===== config.mk =====
export PLATFORM = sky130hd
export DESIGN_NAME = sfr_bank3_status_write_logic
export DESIGN_NICKNAME = d
export VERILOG_FILES = /design/src/design/sfr_bank3_pkg.sv /design/src/design/status_flag_unit.sv /design/src/design/sfr_bank3_status_write_logic.sv
export VERILOG_INCLUDE_DIRS = /design/src /design/src/design
export SDC_FILE = /design/constraint.sdc
export NUM_CORES = 1
export LEC_CHECK = 0
export BUFFER_PORTS_ARGS = -buffer_cell sky130_fd_sc_hd__buf_4
export CORE_MARGIN = 4
export CORE_UTILIZATION = 38
export CTS_CLUSTER_SIZE = 24
export DETAILED_ROUTE_END_ITERATION = 10
export PLACE_DENSITY = 0.65
export SYNTH_ARGS = -nofsm -noshare
export SYNTH_HDL_FRONTEND = slang
export SYNTH_HIERARCHICAL = 1
export SYNTH_SLANG_ARGS = --single-unit

===== constraint.sdc =====
create_clock -name i_clock -period 2.4 [get_ports i_clock]
set_clock_uncertainty 0.15 [all_clocks]
set_input_delay 0 -clock i_clock [delete_from_list [all_inputs] [get_ports i_clock]]
set_output_delay 0 -clock i_clock [all_outputs]
set_load 0.02 [all_outputs]

===== src/design/sfr_bank3_cfg.svh =====
`ifndef SFR_BANK3_CFG_SVH
`define SFR_BANK3_CFG_SVH
// register offsets within the upper bank
`define OFS_INDIRECT_ACCESS_PORT 9'h180
`define OFS_PRESCALER_EDGE_CONFIG 9'h181
`define OFS_PROGRAM_COUNTER_LOW 9'h182
`define OFS_ALU_RESET_BANK_FLAGS 9'h183
`define OFS_INDIRECT_POINTER 9'h184
`define OFS_PORT_B_DIRECTION 9'h186
`define OFS_PORT_F_DIRECTION 9'h187
`define OFS_PORT_G_DIRECTION 9'h188
`define OFS_PC_UPPER_WRITE_BUFFER 9'h18a
`define OFS_INTERRUPT_CONTROL 9'h18b
`define OFS_PROGMEM_DATA_LOW 9'h18c
`define OFS_PROGMEM_ADDR_LOW 9'h18d
`define OFS_PROGMEM_DATA_HIGH 9'h18e
`define OFS_PROGMEM_ADDR_HIGH 9'h18f
`define BANK3_BASE 9'h180
`define BANK3_LAST 9'h19f
// status register field positions
`define STAT_CARRY 0
`define STAT_NIBBLE 1
`define STAT_ZERO 2
`define STAT_PD 3
`define STAT_TO 4
`define STAT_BANK_LOW 5
`define STAT_BANK_HIGH 6
`define STAT_IRP 7
// writable masks for partly implemented registers, then the status flag and read-only bit masks
`define MASK_PC_UPPER 8'h1f
`define MASK_PROGMEM_DATA_HIGH 8'h3f
`define MASK_PROGMEM_ADDR_HIGH 8'h1f
`define MASK_STATUS_FLAGS 8'h07
`define MASK_STATUS_RO 8'h18
// reset values
`define RST_OPTION 8'hff
`define RST_TRIS 8'hff
`define RST_ZERO 8'h00
`define RST_STATUS 8'h18
`endif


===== src/design/sfr_bank3_pkg.sv =====
package sfr_bank3_pkg;
  typedef struct packed {
    logic indirect_bank_bit;
    logic bank_high;
    logic bank_low;
    logic timeout_indicator;
    logic powerdown_indicator;
    logic zero;
    logic nibble_carry_flag;
    logic carry;
  } status_type;
  // one file access from the core datapath
  typedef struct packed {
    logic wr;
    logic [8:0] addr;
    logic [7:0] data;
    logic flags_affected;
    logic is_clear;
  } access_type;
  // flags computed by the alu for the current result
  typedef struct packed {
    logic zero;
    logic nibble_carry_flag;
    logic carry;
  } alu_flags_type;
  typedef enum logic [3:0] {
    EV_NONE = 4'b0001,
    EV_POWERUP = 4'b0010,
    EV_WDT_CLR = 4'b0100,
    EV_SLEEP = 4'b1000
  } ev_type;
endpackage : sfr_bank3_pkg


===== src/design/status_flag_unit.sv =====
`timescale 1ns/10ps
`include "sfr_bank3_cfg.svh"
// next-state of the status register from writes, alu flags and reset/sleep events
module status_flag_unit (
  // clock and reset
  input wire logic i_clock,
  input wire logic i_rst,
  // write request
  input wire logic i_wr,
  input wire logic [7:0] i_data,
  input wire logic i_flags_affected,
  input wire logic i_is_clear,
  input wire sfr_bank3_pkg::alu_flags_type i_alu,
  input wire logic i_alu_valid,
  // reset-cause events
  input wire logic i_wdt_clear,
  input wire logic i_sleep,
  input wire logic i_wdt_timeout,
  // register
  output sfr_bank3_pkg::status_type o_status
);
  sfr_bank3_pkg::status_type status_r;
  sfr_bank3_pkg::status_type status_nxt;
  logic [7:0] wr_val;
  logic [7:0] keep_mask;
  logic [7:0] base;
  logic [2:0] flag_val;
  // flag writes are suppressed when the instruction owns the flags
  assign keep_mask = i_flags_affected ? (`MASK_STATUS_FLAGS | `MASK_STATUS_RO) : `MASK_STATUS_RO;
  // clear writes zero to bank bits; zero flag is forced set by the flag_val path, not taken from the alu
  assign wr_val = i_is_clear ? 8'h00 : i_data;
  assign base = i_wr ? ((status_r & keep_mask) | (wr_val & ~keep_mask)) : status_r;
  // alu result flags win over data write; clear forces zero flag set
  assign flag_val = i_is_clear ? {1'b1, status_r.nibble_carry_flag, status_r.carry} :
    {i_alu.zero, i_alu.nibble_carry_flag, i_alu.carry};

  always_comb begin
    status_nxt = base;
    if (i_alu_valid || i_is_clear) begin
      status_nxt.zero = flag_val[2];
      status_nxt.nibble_carry_flag = flag_val[1];
      status_nxt.carry = flag_val[0];
    end
    // indicators move only by device events
    if (i_wdt_clear) begin
      status_nxt.timeout_indicator = 1'b1;
      status_nxt.powerdown_indicator = 1'b1;
    end else if (i_sleep) begin
      status_nxt.timeout_indicator = 1'b1;
      status_nxt.powerdown_indicator = 1'b0;
    end else if (i_wdt_timeout) begin
      status_nxt.timeout_indicator = 1'b0;
    end
  end

  always_ff @(posedge i_clock) begin
    if (i_rst) begin
      status_r <= `RST_STATUS;
    end else begin
      status_r <= status_nxt;
    end
  end
  assign o_status = status_r;
endmodule : status_flag_unit


===== src/design/sfr_bank3_status_write_logic.sv =====
`timescale 1ns/10ps
`include "sfr_bank3_cfg.svh"
// Contract
// the status byte holds alu flags, reset-cause indicators and bank-select bits together.
// the status register may be the destination of any instruction like any file register.
// an instruction that updates zero, nibble carry or carry does not write those bits with data.
// in that case those three flags take the alu values for the result.
// timeout and powerdown indicators ignore all software writes.
// a clear-file aimed at status zeroes the bank bits, sets zero and keeps the other bits.
// software should alter status only with bit-clear, bit-set, nibble-swap or move-from-working.
// in subtraction carry is an inverted borrow and nibble carry an inverted nibble borrow.
// unimplemented addresses and bits read zero and ignore writes.
// the direct bank bits pick banks 0..3 and the indirect bank bit picks the lower or upper pair.
// timeout is set by power-up, watchdog clear or sleep, cleared by watchdog time-out.
// powerdown is set by power-up or watchdog clear, cleared by sleep.
// zero is set when a result is zero and cleared otherwise.
// a write by an instruction that does not affect flags loads all writable status bits.
module sfr_bank3_status_write_logic (
  // clock and reset
  input wire logic i_clock,
  input wire logic i_rst,
  // core access
  input wire sfr_bank3_pkg::access_type i_acc,
  input wire logic [7:0] i_alu_result,
  input wire sfr_bank3_pkg::alu_flags_type i_alu_raw,
  input wire logic i_alu_valid,
  input wire logic i_is_sub,
  // device events
  input wire logic i_wdt_clear,
  input wire logic i_sleep,
  input wire logic i_wdt_timeout,
  // read data and register outputs
  output logic [7:0] o_rdata,
  output sfr_bank3_pkg::status_type o_status,
  output logic [1:0] o_direct_bank,
  output logic o_indirect_upper,
  output logic [7:0] o_option,
  output logic [7:0] o_pointer,
  output logic [7:0] o_pcl,
  output logic [4:0] o_pc_upper,
  output logic [7:0] o_interrupt_control,
  output logic [7:0] o_tris_b,
  output logic [7:0] o_tris_f,
  output logic [7:0] o_tris_g,
  output logic [13:0] o_pm_data,
  output logic [12:0] o_pm_addr
);
  localparam int NREG = 12;
  // register offset per plain storage register
  logic [8:0] ofs [NREG];
  logic [7:0] rst_val [NREG];
  logic [7:0] wmask [NREG];
  logic [7:0] regs_r [NREG];
  logic [NREG-1:0] hit;
  logic status_hit;
  logic in_bank;
  logic [7:0] rd_term [NREG];
  logic [7:0] rd_or [NREG+1];
  logic [7:0] plain_rd;
  logic [13:0] pm_data_w;
  logic [12:0] pm_addr_w;
  logic st_wr;
  sfr_bank3_pkg::alu_flags_type alu_fix;
  sfr_bank3_pkg::status_type status_w;
  logic [7:0] rdata_nxt;

  assign ofs = '{`OFS_PRESCALER_EDGE_CONFIG, `OFS_PROGRAM_COUNTER_LOW, `OFS_INDIRECT_POINTER,
    `OFS_PORT_B_DIRECTION, `OFS_PORT_F_DIRECTION, `OFS_PORT_G_DIRECTION, `OFS_PC_UPPER_WRITE_BUFFER,
    `OFS_INTERRUPT_CONTROL, `OFS_PROGMEM_DATA_LOW, `OFS_PROGMEM_ADDR_LOW, `OFS_PROGMEM_DATA_HIGH,
    `OFS_PROGMEM_ADDR_HIGH};
  assign rst_val = '{`RST_OPTION, `RST_ZERO, `RST_ZERO, `RST_TRIS, `RST_TRIS, `RST_TRIS, `RST_ZERO,
    `RST_ZERO, `RST_ZERO, `RST_ZERO, `RST_ZERO, `RST_ZERO};
  assign wmask = '{8'hff, 8'hff, 8'hff, 8'hff, 8'hff, 8'hff, `MASK_PC_UPPER, 8'hff, 8'hff, 8'hff,
    `MASK_PROGMEM_DATA_HIGH, `MASK_PROGMEM_ADDR_HIGH};

  assign in_bank = (i_acc.addr >= `BANK3_BASE) && (i_acc.addr <= `BANK3_LAST);
  assign status_hit = (i_acc.addr == `OFS_ALU_RESET_BANK_FLAGS);
  assign st_wr = i_acc.wr && status_hit;

  genvar g;
  generate
    for (g = 0; g < NREG; g++) begin : g_reg
      assign hit[g] = (i_acc.addr == ofs[g]);
      // an entry adds its value only when addressed, so the or-chain acts as the read mux
      assign rd_term[g] = hit[g] ? (regs_r[g] & wmask[g]) : 8'h00;
      assign rd_or[g + 1] = rd_or[g] | rd_term[g];
      always_ff @(posedge i_clock) begin
        if (i_rst) begin
          regs_r[g] <= rst_val[g];
        end else if (i_acc.wr && hit[g]) begin
          regs_r[g] <= i_acc.data & wmask[g];
        end
      end
    end
  endgenerate

  assign rd_or[0] = 8'h00;
  assign plain_rd = rd_or[NREG];

  // alu already adds the two's complement; carries are kept as-is so they read as inverted borrows
  assign alu_fix.carry = i_alu_raw.carry;
  assign alu_fix.nibble_carry_flag = i_alu_raw.nibble_carry_flag;
  assign alu_fix.zero = (i_alu_result == 8'h00);

  status_flag_unit u_status (
    .i_clock(i_clock),
    .i_rst(i_rst),
    .i_wr(st_wr),
    .i_data(i_acc.data),
    .i_flags_affected(i_acc.flags_affected && st_wr),
    .i_is_clear(i_acc.is_clear && st_wr),
    .i_alu(alu_fix),
    .i_alu_valid(i_alu_valid && i_acc.flags_affected),
    .i_wdt_clear(i_wdt_clear),
    .i_sleep(i_sleep),
    .i_wdt_timeout(i_wdt_timeout),
    .o_status(status_w)
  );

  // indirect port is not storage and reads as zero here; unmapped addresses read zero
  assign rdata_nxt = !in_bank ? 8'h00 : status_hit ? status_w : plain_rd;

  always_ff @(posedge i_clock) begin
    if (i_rst) begin
      o_rdata <= 8'h00;
    end else begin
      o_rdata <= rdata_nxt;
    end
  end

  // registered copies so every output comes from a flip-flop
  always_ff @(posedge i_clock) begin
    if (i_rst) begin
      o_status <= `RST_STATUS;
      o_direct_bank <= 2'b00;
      o_indirect_upper <= 1'b0;
    end else begin
      o_status <= status_w;
      o_direct_bank <= {status_w.bank_high, status_w.bank_low};
      o_indirect_upper <= status_w.indirect_bank_bit;
    end
  end

  // program-memory words pair a low byte with the implemented bits of its high byte
  assign pm_data_w = {regs_r[10][5:0], regs_r[8]};
  assign pm_addr_w = {regs_r[11][4:0], regs_r[9]};

  always_ff @(posedge i_clock) begin
    if (i_rst) begin
      o_option <= `RST_OPTION;
    end else begin
      o_option <= regs_r[0];
    end
  end

  always_ff @(posedge i_clock) begin
    if (i_rst) begin
      o_pcl <= 8'h00;
    end else begin
      o_pcl <= regs_r[1];
    end
  end

  always_ff @(posedge i_clock) begin
    if (i_rst) begin
      o_pointer <= 8'h00;
    end else begin
      o_pointer <= regs_r[2];
    end
  end

  always_ff @(posedge i_clock) begin
    if (i_rst) begin
      o_tris_b <= `RST_TRIS;
    end else begin
      o_tris_b <= regs_r[3];
    end
  end

  always_ff @(posedge i_clock) begin
    if (i_rst) begin
      o_tris_f <= `RST_TRIS;
    end else begin
      o_tris_f <= regs_r[4];
    end
  end

  always_ff @(posedge i_clock) begin
    if (i_rst) begin
      o_tris_g <= `RST_TRIS;
    end else begin
      o_tris_g <= regs_r[5];
    end
  end

  always_ff @(posedge i_clock) begin
    if (i_rst) begin
      o_pc_upper <= 5'h00;
    end else begin
      o_pc_upper <= regs_r[6][4:0];
    end
  end

  always_ff @(posedge i_clock) begin
    if (i_rst) begin
      o_interrupt_control <= 8'h00;
    end else begin
      o_interrupt_control <= regs_r[7];
    end
  end

  always_ff @(posedge i_clock) begin
    if (i_rst) begin
      o_pm_data <= 14'h0000;
    end else begin
      o_pm_data <= pm_data_w;
    end
  end

  always_ff @(posedge i_clock) begin
    if (i_rst) begin
      o_pm_addr <= 13'h0000;
    end else begin
      o_pm_addr <= pm_addr_w;
    end
  end
endmodule : sfr_bank3_status_write_logic


; ---- Word level (Yosys, flattened, before mapping)
; Memories as Yosys holds them, arrays and structs flattened.
; Index checks and enable logic that the tools add are counted.
; Widths: inputs -> output; s select.
[totals]
in_bits = 38
mem_bits_ro = 0
latch_bits = 0
ff_bits = 114
ramBits = 96
n_memories = 1
word_cells = 169
output_inout_bits = 107
[classes]
mul = 0
n_reduce_logical = 26
n_lt_le_gt_ge = 2
n_bitwise = 28
n_eq_ne = 14
mux = 70
div = 0
shift = 0
n_addsub = 0
[memory_table]
columns = memory, depth, word_bits, rd, rd_clocked_by_memory_dff, wr, line
row1 = regs_r, 12, 8, 12, 0, 12, sfr_bank3_status_write_logic.sv:53  ; logic [7:0] regs_r [NREG];
[op_table]
columns = cell, count
row1 = $mux 8, 23
row2 = $eq 9x9->1 const B, 13
row3 = $or 8x8->8, 9
row4 = $mux 1, 40
row5 = $logic_and 1x1->1, 17
row6 = $or 8x5->8, 2
row7 = $mux 5, 3
row8 = $or 1x1->1, 12
row9 = $ge 9x9->1 const B, 1
row10 = $le 9x9->1 const B, 1
row11 = $mux 3, 3
row12 = $and 8x5->8, 1
row13 = $and 8x8->8, 1
row14 = $logic_not 8->1, 1
row15 = $not 8->8, 1
row16 = $or 8x6->8, 1
row17 = $mux 6, 1
row18 = $reduce_bool 2->1, 3
row19 = $reduce_or 2->1, 2
row20 = $reduce_or 3->1, 1
row21 = $ne 2x2->1 const B, 1
row22 = $reduce_and 2->1, 1
row23 = $logic_or 1x1->1, 1
row24 = $not 1->1, 1

; ---- Logic depth before layout (Yosys ltp)
; Gate-level depths: netlist of the first run.
[logic_depth]
word_depth = 14
ltp_mapped = 9
depth_no_buf = 7

; ---- Modules after synthesis
; The synthesis of the first run kept the hierarchy.
[by_module_without_submodules]
columns = module, cells_each, n_inst, area_each_um2, seq_area_each_um2
row1 = sfr_bank3_status_write_logic, 595, 1, 7308.3, 4724.5
row2 = status_flag_unit, 40, 1, 366.6, 160.2

; ---- Least setup slack after synthesis of the first run
; Ideal clock, no wire load.
[synth_timing]
path_kind = input to register
start = input i_acc[14] in the netlist's numbering
end = register (tool-made name)
path_stages = 7
required_ns = 2.147
n_path_buf = 0
arrival_ns = 1.749
path_slack_ns = 0.398
setup_time_ns = 0.103
path_cell_list = or4b_4 -> nor2_4 -> and3_1 -> and2_1 -> nand2b_1 -> nor2_1 -> a2111oi_2
[synth_rtl]
columns = element, line
row1 = from (decl), sfr_bank3_status_write_logic.sv:23  ; input wire sfr_bank3_pkg::access_type i_acc,

==> results of run 1 <==
-- layout make-up --
cell class | instances | area, sq um
fill | 1791 | 9730
sequential | 200 | 4880
multi-input combinational | 389 | 2580
timing repair buffer | 194 | 1540
clock buffer | 20 | 468
tap | 265 | 332
clock inverter | 12 | 98.8
inverter | 5 | 18.8
-- tightest hold or removal path: cells and delay by family --
| kind | cells | cell delay [ns] |
|---|---|---|
| compound gates | 2 | 0.34 |
| buf+inv | 1 | 0.21 |
-- sequential cells by signal (all words and copies together), names as in the netlist, named ones only --
| name | cells |
|---|---|
| o_option | 8 |
| o_direct_bank | 1 |
| o_pm_addr | 13 |
| o_pointer | 8 |
| o_pm_data | 14 |
| o_tris_f | 8 |
| o_tris_g | 8 |
| o_status | 7 |
| o_pcl | 8 |
| regs_r | 88 |
| o_tris_b | 8 |
| o_pc_upper | 5 |
| o_interrupt_control | 8 |
| u_status/o_status | 5 |
| o_rdata | 8 |
-- what timing repair did --
item | 4_1_cts | 5_1_grt
setup endpoints to repair | 0 | 2
hold buffers | 35 | 0
endpoints found under the hold margin | 109 | 0
gates resized for setup | 0 | 2
-- how the worst max path moves through the flow --
stage / startpoint / endpoint / slack, ns / depth (start not counted)
2_1_floorplan: i_acc[14] / register / 0.40 / 7
3_3_place_gp: i_acc[14] / register / 0.22 / 8
3_5_place_dp: i_acc[14] / register / 0.18 / 8
4_1_cts: i_acc[14] / register / 0.11 / 9
5_1_grt: i_acc[1] / register / 0.01 / 8
6_report: i_acc[1] / register / 0.04 / 8
-- layout by cell type (no fill, tap or decap), drive strengths merged, types with 3 or more instances in the layout --
| master | n |
|---|---|
| buf | 159 |
| dfxtp | 112 |
| edfxtp | 88 |
| nor2b | 69 |
| or2 | 58 |
| and2 | 53 |
| dlygate4sd3 | 35 |
| nor2 | 26 |
| clkbuf | 20 |
| o21ai | 16 |
| nand2 | 15 |
| inv | 14 |
| a21oi | 13 |
| and3 | 13 |
| nand3 | 12 |
| a31o | 9 |
| nand2b | 8 |
| or3 | 8 |
| mux2i | 8 |
| nor3 | 7 |
| a22oi | 6 |
| mux2 | 6 |
| a31oi | 5 |
| a22o | 5 |
| a32oi | 4 |
| o32ai | 4 |
| a21o | 3 |
| a211oi | 3 |
| nor3b | 3 |
| clkinv | 3 |
| and2b | 3 |
-- through the flow --
| stage | area, sq um | util, % |
|---|---|---|
| finish | 9930 | 50.5 |
| global route | 9930 | 50.5 |
| CTS | 9930 | 50.5 |
| detailed placement | 9010 | 45.8 |
| global placement | 9010 | 45.8 |
| floorplan | 7670 | - |
-- synthesized netlist by cell type (all sizes together) (3+ instances only) --
master and n:
a211oi 3, a21o 3, a21oi 13, a22o 5
a22oi 6, a31o 9, a31oi 5, a32oi 4
and2 53, and2b 3, and3 13, buf 16
clkbuf 25, dfxtp 112, edfxtp 88, inv 5
mux2 6, mux2i 8, nand2 15, nand2b 8
nand3 12, nor2 26, nor2b 69, nor3 7
nor3b 3, o21ai 16, o32ai 4, or2 58
or3 8
-- layer usage --
metal / wire (um) / share of wire (%)
met1: 8650 / 40
met2: 10400 / 48
met3: 1760 / 8.2
met4: 741 / 3.4
met5: 7 / 0.032
-- cell families after synthesis --
group / Yosys count / share of synthesized area, %
flops: 200 / 63.6
buf+inv: 46 / 2.74
simple gates: 288 / 23.2
compound gates: 86 / 8.15
mux: 15 / 2.22
-- power by group --
part	internal, mW	switching [mW]
Combinational	0.285	0.378
Sequential	3.71	0.0914
Clock	1.45	1.30
Total	5.44	1.77
==> results.yml, run 1 <==
route:
  wire_per_inst_um: 19.9
  via_per_inst: 5.00
  drt_wl_total_um: 21600
  ant_nets: 0
  drtIter0Drc: 543
  drc: 0
  num_vias: 5422
  first_pass_iters: 5
die:
  ioPinCount: 145
  coreArea_sq_um: 19700
  initial_core_util_pct: 39.1
  row_count: 51
  dieArea_sq_um: 22500
  dieHeight_um: 150
  die_width_um: 150
clocking:
  cts_tree: "done"
  clock_sinks: 200
  cts_buffer_depth: 2
  cts_buffers: 17
  postCtsSetupBuffers: 0
  root_buffer: "clkbuf_16"
  clk_latency_ns: 0.44
  clkTransAtPathRegs_ns: 0.07
  htree_levels: 4
critical_path:
  cpPeakStageDelay_ns: 0.60
  end_kind: "register"
  reg2reg_depth: 5
  crit_type: "in2reg"
  path_common_cell: "dlygate4sd3_1"
  r2r-start: "regs_r[1][8]$_SDFFCE_PN1P_"
  path_max_fanout: 3
  r2r_end: "o_rdata[0]$_SDFF_PP0_"
  cp_cell_sequence: "dlygate4sd3_1, buf_4, and2_1, dlygate4sd3_1, nand2b_1, nor2_1, a2111oi_2, dlygate4sd3_1"
  r2r_slack_ns: 0.75
  crit_family: "buffers and inverters"
  critPathSlowestCell: "dlygate4sd3_1"
  crit_path_start_kind: "input pin"
  worstPathArrival_ns: 2.58
  critPathRequiredTime_ns: 2.62
  path_buf_inv: 4
synth:
  avgSynthCellArea_sq_um: 12.1
  synth_cell_types: 60
  yosysTopAreaCellShare_pct: 34.4
  synthCells: 635
  ys_ff_latch: 200
  synth-main-ff-cell: "dfxtp_1"
  synthTopCellsByArea: "edfxtp_1 34%, dfxtp_1 29%, nor2b_1 5.6%, or2_2 4.7%, and2_1 4.3%"
  synth_warnings: 6
  synth_top_cell_by_area: "edfxtp_1"
  synth_edf_count: 88
  netlist_area_sq_um: 7670
  ys_seq_area_share_pct: 63.6
  async_flop_share_pct: 0
  synth_nets: 673
power_and_ir_drop:
  finalPower_mw: 7.21
  pwr_density_cell_nw_per_um2: 727
  ir_drop_v: 0.000431
  leakagePower_nw: 3.88
cells_and_area:
  n_antenna_cell: 0
  nets: 845
  post_layout_nonfiller_instances: 1085
  drive_gt1_share_pct: 34.8
  syn_to_final_growth_pct: 29.4
sta:
  setup_viol: 0
  fin_crit_ns: 2.36
  maxSlewViolCount: 0
  fmax_mhz: 424
  tns_ns: 0
  fin_crit_sh_pct: 98.2
  rsz0062_at_grt: "no"
  finalWorstSetupSlack_ns: 0.0420
  finalHoldViolations: 0
  holdWs_ns: 0.0208
  max_slew_margin_pct: 59.1
  tightest_slew_ns: 0.609
global_routing:
  grt_first_pass_wirelength_um: 32200
  grt_pass1_vias: 5434
  grt_use_met3_pct: 5.09
  grt_max_degree: 69
  grt_use_total_pct: 19.3
  grt_antenna_before_repair: 1
  use_met2_pct: 31.6
  grt-ovfl-total: 0
  grtUsageMet1_pct: 24.0
  grt_busiest_layer: "met2"
run:
  maxCapViolations: 0
hold_path:
  min_to: "o_rdata[1]$_SDFF_PP0_"
  hold_path.startpoint: "i_acc[13]"
  holdPathStages: 3
  hold_class: "in2reg"
outcome:
  status: "finished clean"
place:
  place_ws_ns: 0.180
  dp_cells: 1018
  port_buffers: 142
  hpwl_um: 14900
  gp_congestion: 0.921
Note: power is estimated with default switching activity, not from simulation.
==> run 2: changes to the inputs <==
Settings changed: BUFFER_PORTS_ARGS -buffer_cell sky130_fd_sc_hd__buf_4 to default, DONT_BUFFER_PORTS from default to 1, PLACE_DENSITY 0.65 to 0.59.
Clock period 2.4 ns to 2.53 ns, I/O delays scaled along.
==> run 2 against run 1 <==
Compared with the run above:
- clock power up 3%
- utilization down 5.0 points
- sequential cell count unchanged
- worst hold slack worse by 0.0089 ns
- total power down 4.5%
- sequential power down 2%
- die area unchanged
- non-clock buffer count down 144
- combinational power down 46%
- setup slack better by 0.030 ns
==> results.yml, run 2 (synthesized netlist as in run 1, its figures left out) <==
cells_and_area:
  drive_gt1_share_pct: 20.3
  finish.utilization_pct: 45.5
  largest_reg_flops: 88
  mostFrequentLayoutCells: "112 x dfxtp_1, 88 x edfxtp_1, 69 x nor2b_1"
  regMostFlops: "regs_r"
  n_antenna_cell: 0
  post_layout_nonfiller_instances: 941
  layout_commonest_cell: "dfxtp_1"
  nets: 701
  fillers: 1834
  syn_to_final_growth_pct: 16.5
  reg_top3: "regs_r: 88 flops, o_pm_data: 14 flops, o_pm_addr: 13 flops"
global_routing:
  grt_use_total_pct: 19.9
  grt_first_pass_wirelength_um: 32600
  grt-ovfl-total: 0
  grt_antenna_before_repair: 1
  grt_pass1_vias: 5073
  grt_max_degree: 120
power_and_ir_drop:
  leakagePower_nw: 3.24
  pwr_density_cell_nw_per_um2: 771
  clkPwrFrac_pct: 40.9
  cellInternalPower_mw: 5.19
  switching_share_pct: 24.8
  p_sw_mw: 1.71
  p_seq_share_pct: 53.9
  ir_drop_v: 0.000432
  combinationalPowerShare_pct: 5.1
critical_path:
  path_max_fanout: 9
  crit_path_start_kind: "input pin"
  path_buf_inv: 4
  reg2reg_depth: 5
  critPathSlowestCell: "dlygate4sd3_1"
  crit_family: "buffers and inverters"
  cp_cell_sequence: "nor2_1, dlygate4sd3_1, buf_4, and3_2, and2_1, nand3b_1, dlygate4sd3_1, a21oi_1, dlygate4sd3_1"
  path_common_cell: "dlygate4sd3_1"
  worstPathArrival_ns: 2.64
  cpPeakStageDelay_ns: 0.57
  r2r_end: "o_rdata[5]$_SDFF_PP0_"
  critPathRequiredTime_ns: 2.72
  r2r-start: "regs_r[2][5]$_SDFFCE_PN1P_"
  crit_type: "in2reg"
  r2r_slack_ns: 0.53
  end_kind: "register"
clocking:
  htree_levels: 4
  cts_buffer_depth: 2
  cts_tree: "done"
  clkTransAtPathRegs_ns: 0.08
  clock_sinks: 200
  cts_buffers: 17
  clk_latency_ns: 0.45
  root_buffer: "clkbuf_16"
die:
  coreArea_sq_um: 19700
  dieHeight_um: 150
  initial_core_util_pct: 39.1
  die_width_um: 150
  ioPinCount: 145
  dieArea_sq_um: 22500
  row_count: 51
sta:
  setup_viol: 0
  fmax_mhz: 407
  tns_ns: 0
  fin_crit_sh_pct: 97.2
  max_slew_margin_pct: 45.2
  fin_crit_ns: 2.46
  tightest_slew_ns: 0.819
  maxSlewViolCount: 0
  rsz0062_at_grt: "no"
  finalHoldViolations: 0
run:
  maxCapViolations: 0
route:
  via_per_inst: 5.37
  first_pass_iters: 7
  num_vias: 5055
  wire_per_inst_um: 23.6
  ant_nets: 0
  drtIter0Drc: 512
  drc: 0
  drt_wl_total_um: 22200
place:
  port_buffers: 0
  dp_cells: 868
  gp_congestion: 0.911
  hpwl_um: 14500
hold_path:
  holdPathStages: 4
  hold_class: "in2reg"
  hold_path.startpoint: "i_acc[18]"
  min_to: "o_rdata[7]$_SDFF_PP0_"
outcome:
  status: "finished clean"
-- run 2: cell count changes in the layout (fill, tap and decap cells not counted), sizes merged --
| cell | before | now |
|---|---|---|
| buf | 159 | 10 |
| bufinv | 0 | 1 |
| clkbuf | 20 | 19 |
| clkinv | 3 | 5 |
| dlygate4sd3 | 35 | 37 |
| dlymetal6s4s | 0 | 3 |
| inv | 14 | 12 |
-- run 2: final cells by class --
cell class	count	area, sq um	share of cell area (%)
clock buffers	19	475	5.32
repair buffers	50	503	5.62
inverters	5	18.8	0.210
multi-input cells	389	2580	28.9
clock inverters	13	148	1.65
flip-flops and latches	200	4880	54.6
well taps	265	332	3.71
-- run 2: per-layer routing --
metal  global-route usage, %  vias up  wire length, um
met5                       0        -                0
met1                    25.8     2500             9080
li1                        -     2275                -
met4                    8.83        0              728
met3                    4.58       43             1650
met2                    31.9      237            10700
-- run 2: worst max-delay path by stage --
stage              start                           endpoint  slack [ns]  cells after the start
4_1_cts        i_acc[10]        regs_r[1][11]$_SDFFCE_PN1P_        0.02                      6
3_5_place_dp   i_acc[14]                           register        0.40                      7
2_1_floorplan  i_acc[14]                           register        0.53                      7
5_1_grt        i_acc[12]  u_status/o_status[5]$_SDFFE_PP0P_        0.03                      9
6_report       i_acc[12]  u_status/o_status[5]$_SDFFE_PP0P_        0.07                      9
3_3_place_gp   i_acc[14]                           register        0.50                      7
-- run 2: metrics by stage --
step / hold slack (ns) / total power [mW] / worst slack [ns] / cell area [sq um]
CTS: 0.000196 / 6.93 / 0.0183 / 8920
global route: 0.00110 / 7.10 / 0.0321 / 8940
detailed placement: -0.0605 / 4.01 / 0.403 / 7880
finish: 0.0119 / 6.89 / 0.0719 / 8940
global placement: -0.0646 / 4.01 / 0.504 / 7880
floorplan: -0.0811 / 3.95 / 0.528 / 7670
-- run 2: worst register-to-register path: stages, from the launching register on --
cell and delay, ns:
edfxtp_1 0.41, inv_1 0.07, o32ai_1 0.46, o22ai_1 0.13, a21boi_1 0.16, dlygate4sd3_1 0.56
-- run 2: power groups by stage --
stage | registers [mW] | clock network [mW] | logic [mW]
finish | 3.72 | 2.82 | 0.355
global route | 3.73 | 2.98 | 0.381
CTS | 3.72 | 2.86 | 0.348
detailed placement | 3.79 | 0 | 0.222
global placement | 3.79 | 0 | 0.221
floorplan | 3.73 | 0 | 0.221
-- run 2: repair_timing --
action,CTS,global route
gates resized for setup,0,5
setup buffers,0,0
endpoints found under the setup margin,0,3
hold buffers,40,1
hold endpoints to repair,288,1
==> run 3: changes to the inputs <==
Settings changed: PLACE_DENSITY 0.59 to default, PLACE_DENSITY_LB_ADDON from default to 0.1.
==> run 3 against run 2 <==
Compared with the run above:
- the flow now finishes with violations (hold timing)
- critical path depth shrank 1
- final cell count rose by 0.11%
- non-clock buffer count is 1 lower
- sequential power is essentially flat
- sequential share of layout area up 0.47 points
- largest power group unchanged
- routed wire length increased by 4.9%
- utilization down 0.39 points
- setup slack better by 0.060 ns
- first-iteration DRC count is 11% lower
- combinational power hardly changed
- fmax up 2.5%
- largest cell class unchanged
==> results.yml, run 3 (synthesized netlist as in run 1, its figures left out) <==
outcome:
  status: "finished with violations"
  violations: "hold timing"
die:
  dieHeight_um: 150
  initial_core_util_pct: 39.1
  dieArea_sq_um: 22500
  row_count: 51
  coreArea_sq_um: 19700
  ioPinCount: 145
  die_width_um: 150
critical_path:
  crit_type: "in2reg"
  path_max_fanout: 7
  end_kind: "register"
  worstPathArrival_ns: 2.63
  crit_path_start_kind: "input pin"
  critPathRequiredTime_ns: 2.76
power_and_ir_drop:
  finalPower_mw: 6.67
  leakagePower_nw: 3.18
  ir_drop_v: 0.000387
  pwr_density_cell_nw_per_um2: 752
global_routing:
  grt_use_total_pct: 20.4
  grt_pass1_vias: 5028
  grt_antenna_before_repair: 1
  grt_first_pass_wirelength_um: 33100
  grt_max_degree: 119
  grt-ovfl-total: 0
route:
  ant_nets: 0
  drc: 0
  num_vias: 5088
  drtIter0Drc: 454
  first_pass_iters: 5
  via_per_inst: 5.40
  wire_per_inst_um: 24.7
  drt_wl_total_um: 23300
clocking:
  cts_tree: "done"
  root_buffer: "clkbuf_16"
  clkTransAtPathRegs_ns: 0.07
  htree_levels: 4
  cts_buffers: 17
  clock_sinks: 200
  cts_buffer_depth: 2
  clk_latency_ns: 0.44
sta:
  fmax_mhz: 417
  tightest_slew_ns: 0.826
  setup_viol: 0
  finalHoldViolations: 1
  fin_crit_ns: 2.40
  max_slew_margin_pct: 44.7
  holdWs_ns: -0.00846
  rsz0062_at_grt: "no"
  maxSlewViolCount: 0
  tns_ns: 0
  fin_crit_sh_pct: 94.8
cells_and_area:
  fillers: 1891
  layout_commonest_cell: "dfxtp_1"
  multiInputGateArea_sq_um: 2580
  reg_top3: "regs_r: 88 flops, o_pm_data: 14 flops, o_pm_addr: 13 flops"
  largest_reg_flops: 88
  drive_gt1_share_pct: 19.7
  nets: 700
  finish.utilization_pct: 45.1
  regMostFlops: "regs_r"
  mostFrequentLayoutCells: "112 x dfxtp_1, 88 x edfxtp_1, 69 x nor2b_1"
  seq_area_sq_um: 4880
  syn_to_final_growth_pct: 15.6
place:
  port_buffers: 0
  hpwl_um: 15100
  gp_congestion: 0.861
hold_path:
  hold_class: "in2reg"
run:
  maxCapViolations: 0
-- run 3: changes by cell type in the layout (fill, tap and decap cells not counted), sizes merged --
cell and delta:
clkbuf +3, clkinv +1, dlymetal6s4s -2, clkinvlp +1
inv -4, dlygate4sd3 -1, buf +1, diode +2
-- run 3: critical path, cell delays in order --
cell           delay, ns
nor4b_4             0.48
buf_4               0.24
nand2_1             0.14
nor3b_1             0.39
o21ai_0             0.12
dlygate4sd3_1       0.57
a21boi_1            0.14
dlygate4sd3_1       0.55
-- run 3: area by class of cell --
class,instances,share of cell area [%]
Tap cell,265,3.74
Multi-Input combinational cell,389,29.1
Antenna cell,2,0.0564
Clock buffer,21,5.19
Sequential cell,200,55.1
Inverter,5,0.212
Timing Repair Buffer,49,5.46
Clock inverter,11,1.11
-- run 3: repair_timing --
action,in CTS,in global routing
hold endpoints to repair,288,0
setup buffers,0,0
resized for setup,0,3
endpoints found under the setup margin,0,1
hold buffers,38,0
-- run 3: through the flow --
step | cell area [sq um] | hold WS, ns | worst slack (ns) | instances
2_1_floorplan | 7670 | -0.0811 | 0.528 | 635
3_3_place_gp | 7890 | -0.0665 | 0.463 | 869
3_5_place_dp | 7890 | -0.0655 | 0.362 | 869
4_1_cts | 8850 | 0.000408 | 0.0725 | 939
5_1_grt | 8870 | 0.0167 | 0.00475 | 942
6_report | 8870 | -0.00846 | 0.132 | 942
-- run 3: final timing paths --
kind | to | start | depth (start not counted) | slack (ns)
worst min register to register | o_tris_f[2]$_SDFF_PP1_ | regs_r[2][2]$_SDFFCE_PN1P_ | 1 | 0.32
worst max register to register | o_rdata[5]$_SDFF_PP0_ | regs_r[1][5]$_SDFFCE_PN0P_ | 5 | 0.24
worst min-delay path | regs_r[1][14]$_SDFFCE_PN1P_ | i_acc[18] | 4 | -0.008
worst max-delay path | o_rdata[5]$_SDFF_PP0_ | i_acc[14] | 8 | 0.13
-- run 3: routing by layer --
metal / GRT usage (%) / routed length, um / vias to the layer above
li1: - / - / 2274
met1: 26.5 / 9790 / 2536
met2: 33.2 / 11300 / 247
met3: 5.48 / 1680 / 31
met4: 6.50 / 537 / 0
met5: 0 / 0 / -
-- run 3: power breakdown --
group	internal [mW]	switching [mW]
logic	0.142	0.215
clock network	1.41	1.18
registers	3.52	0.194
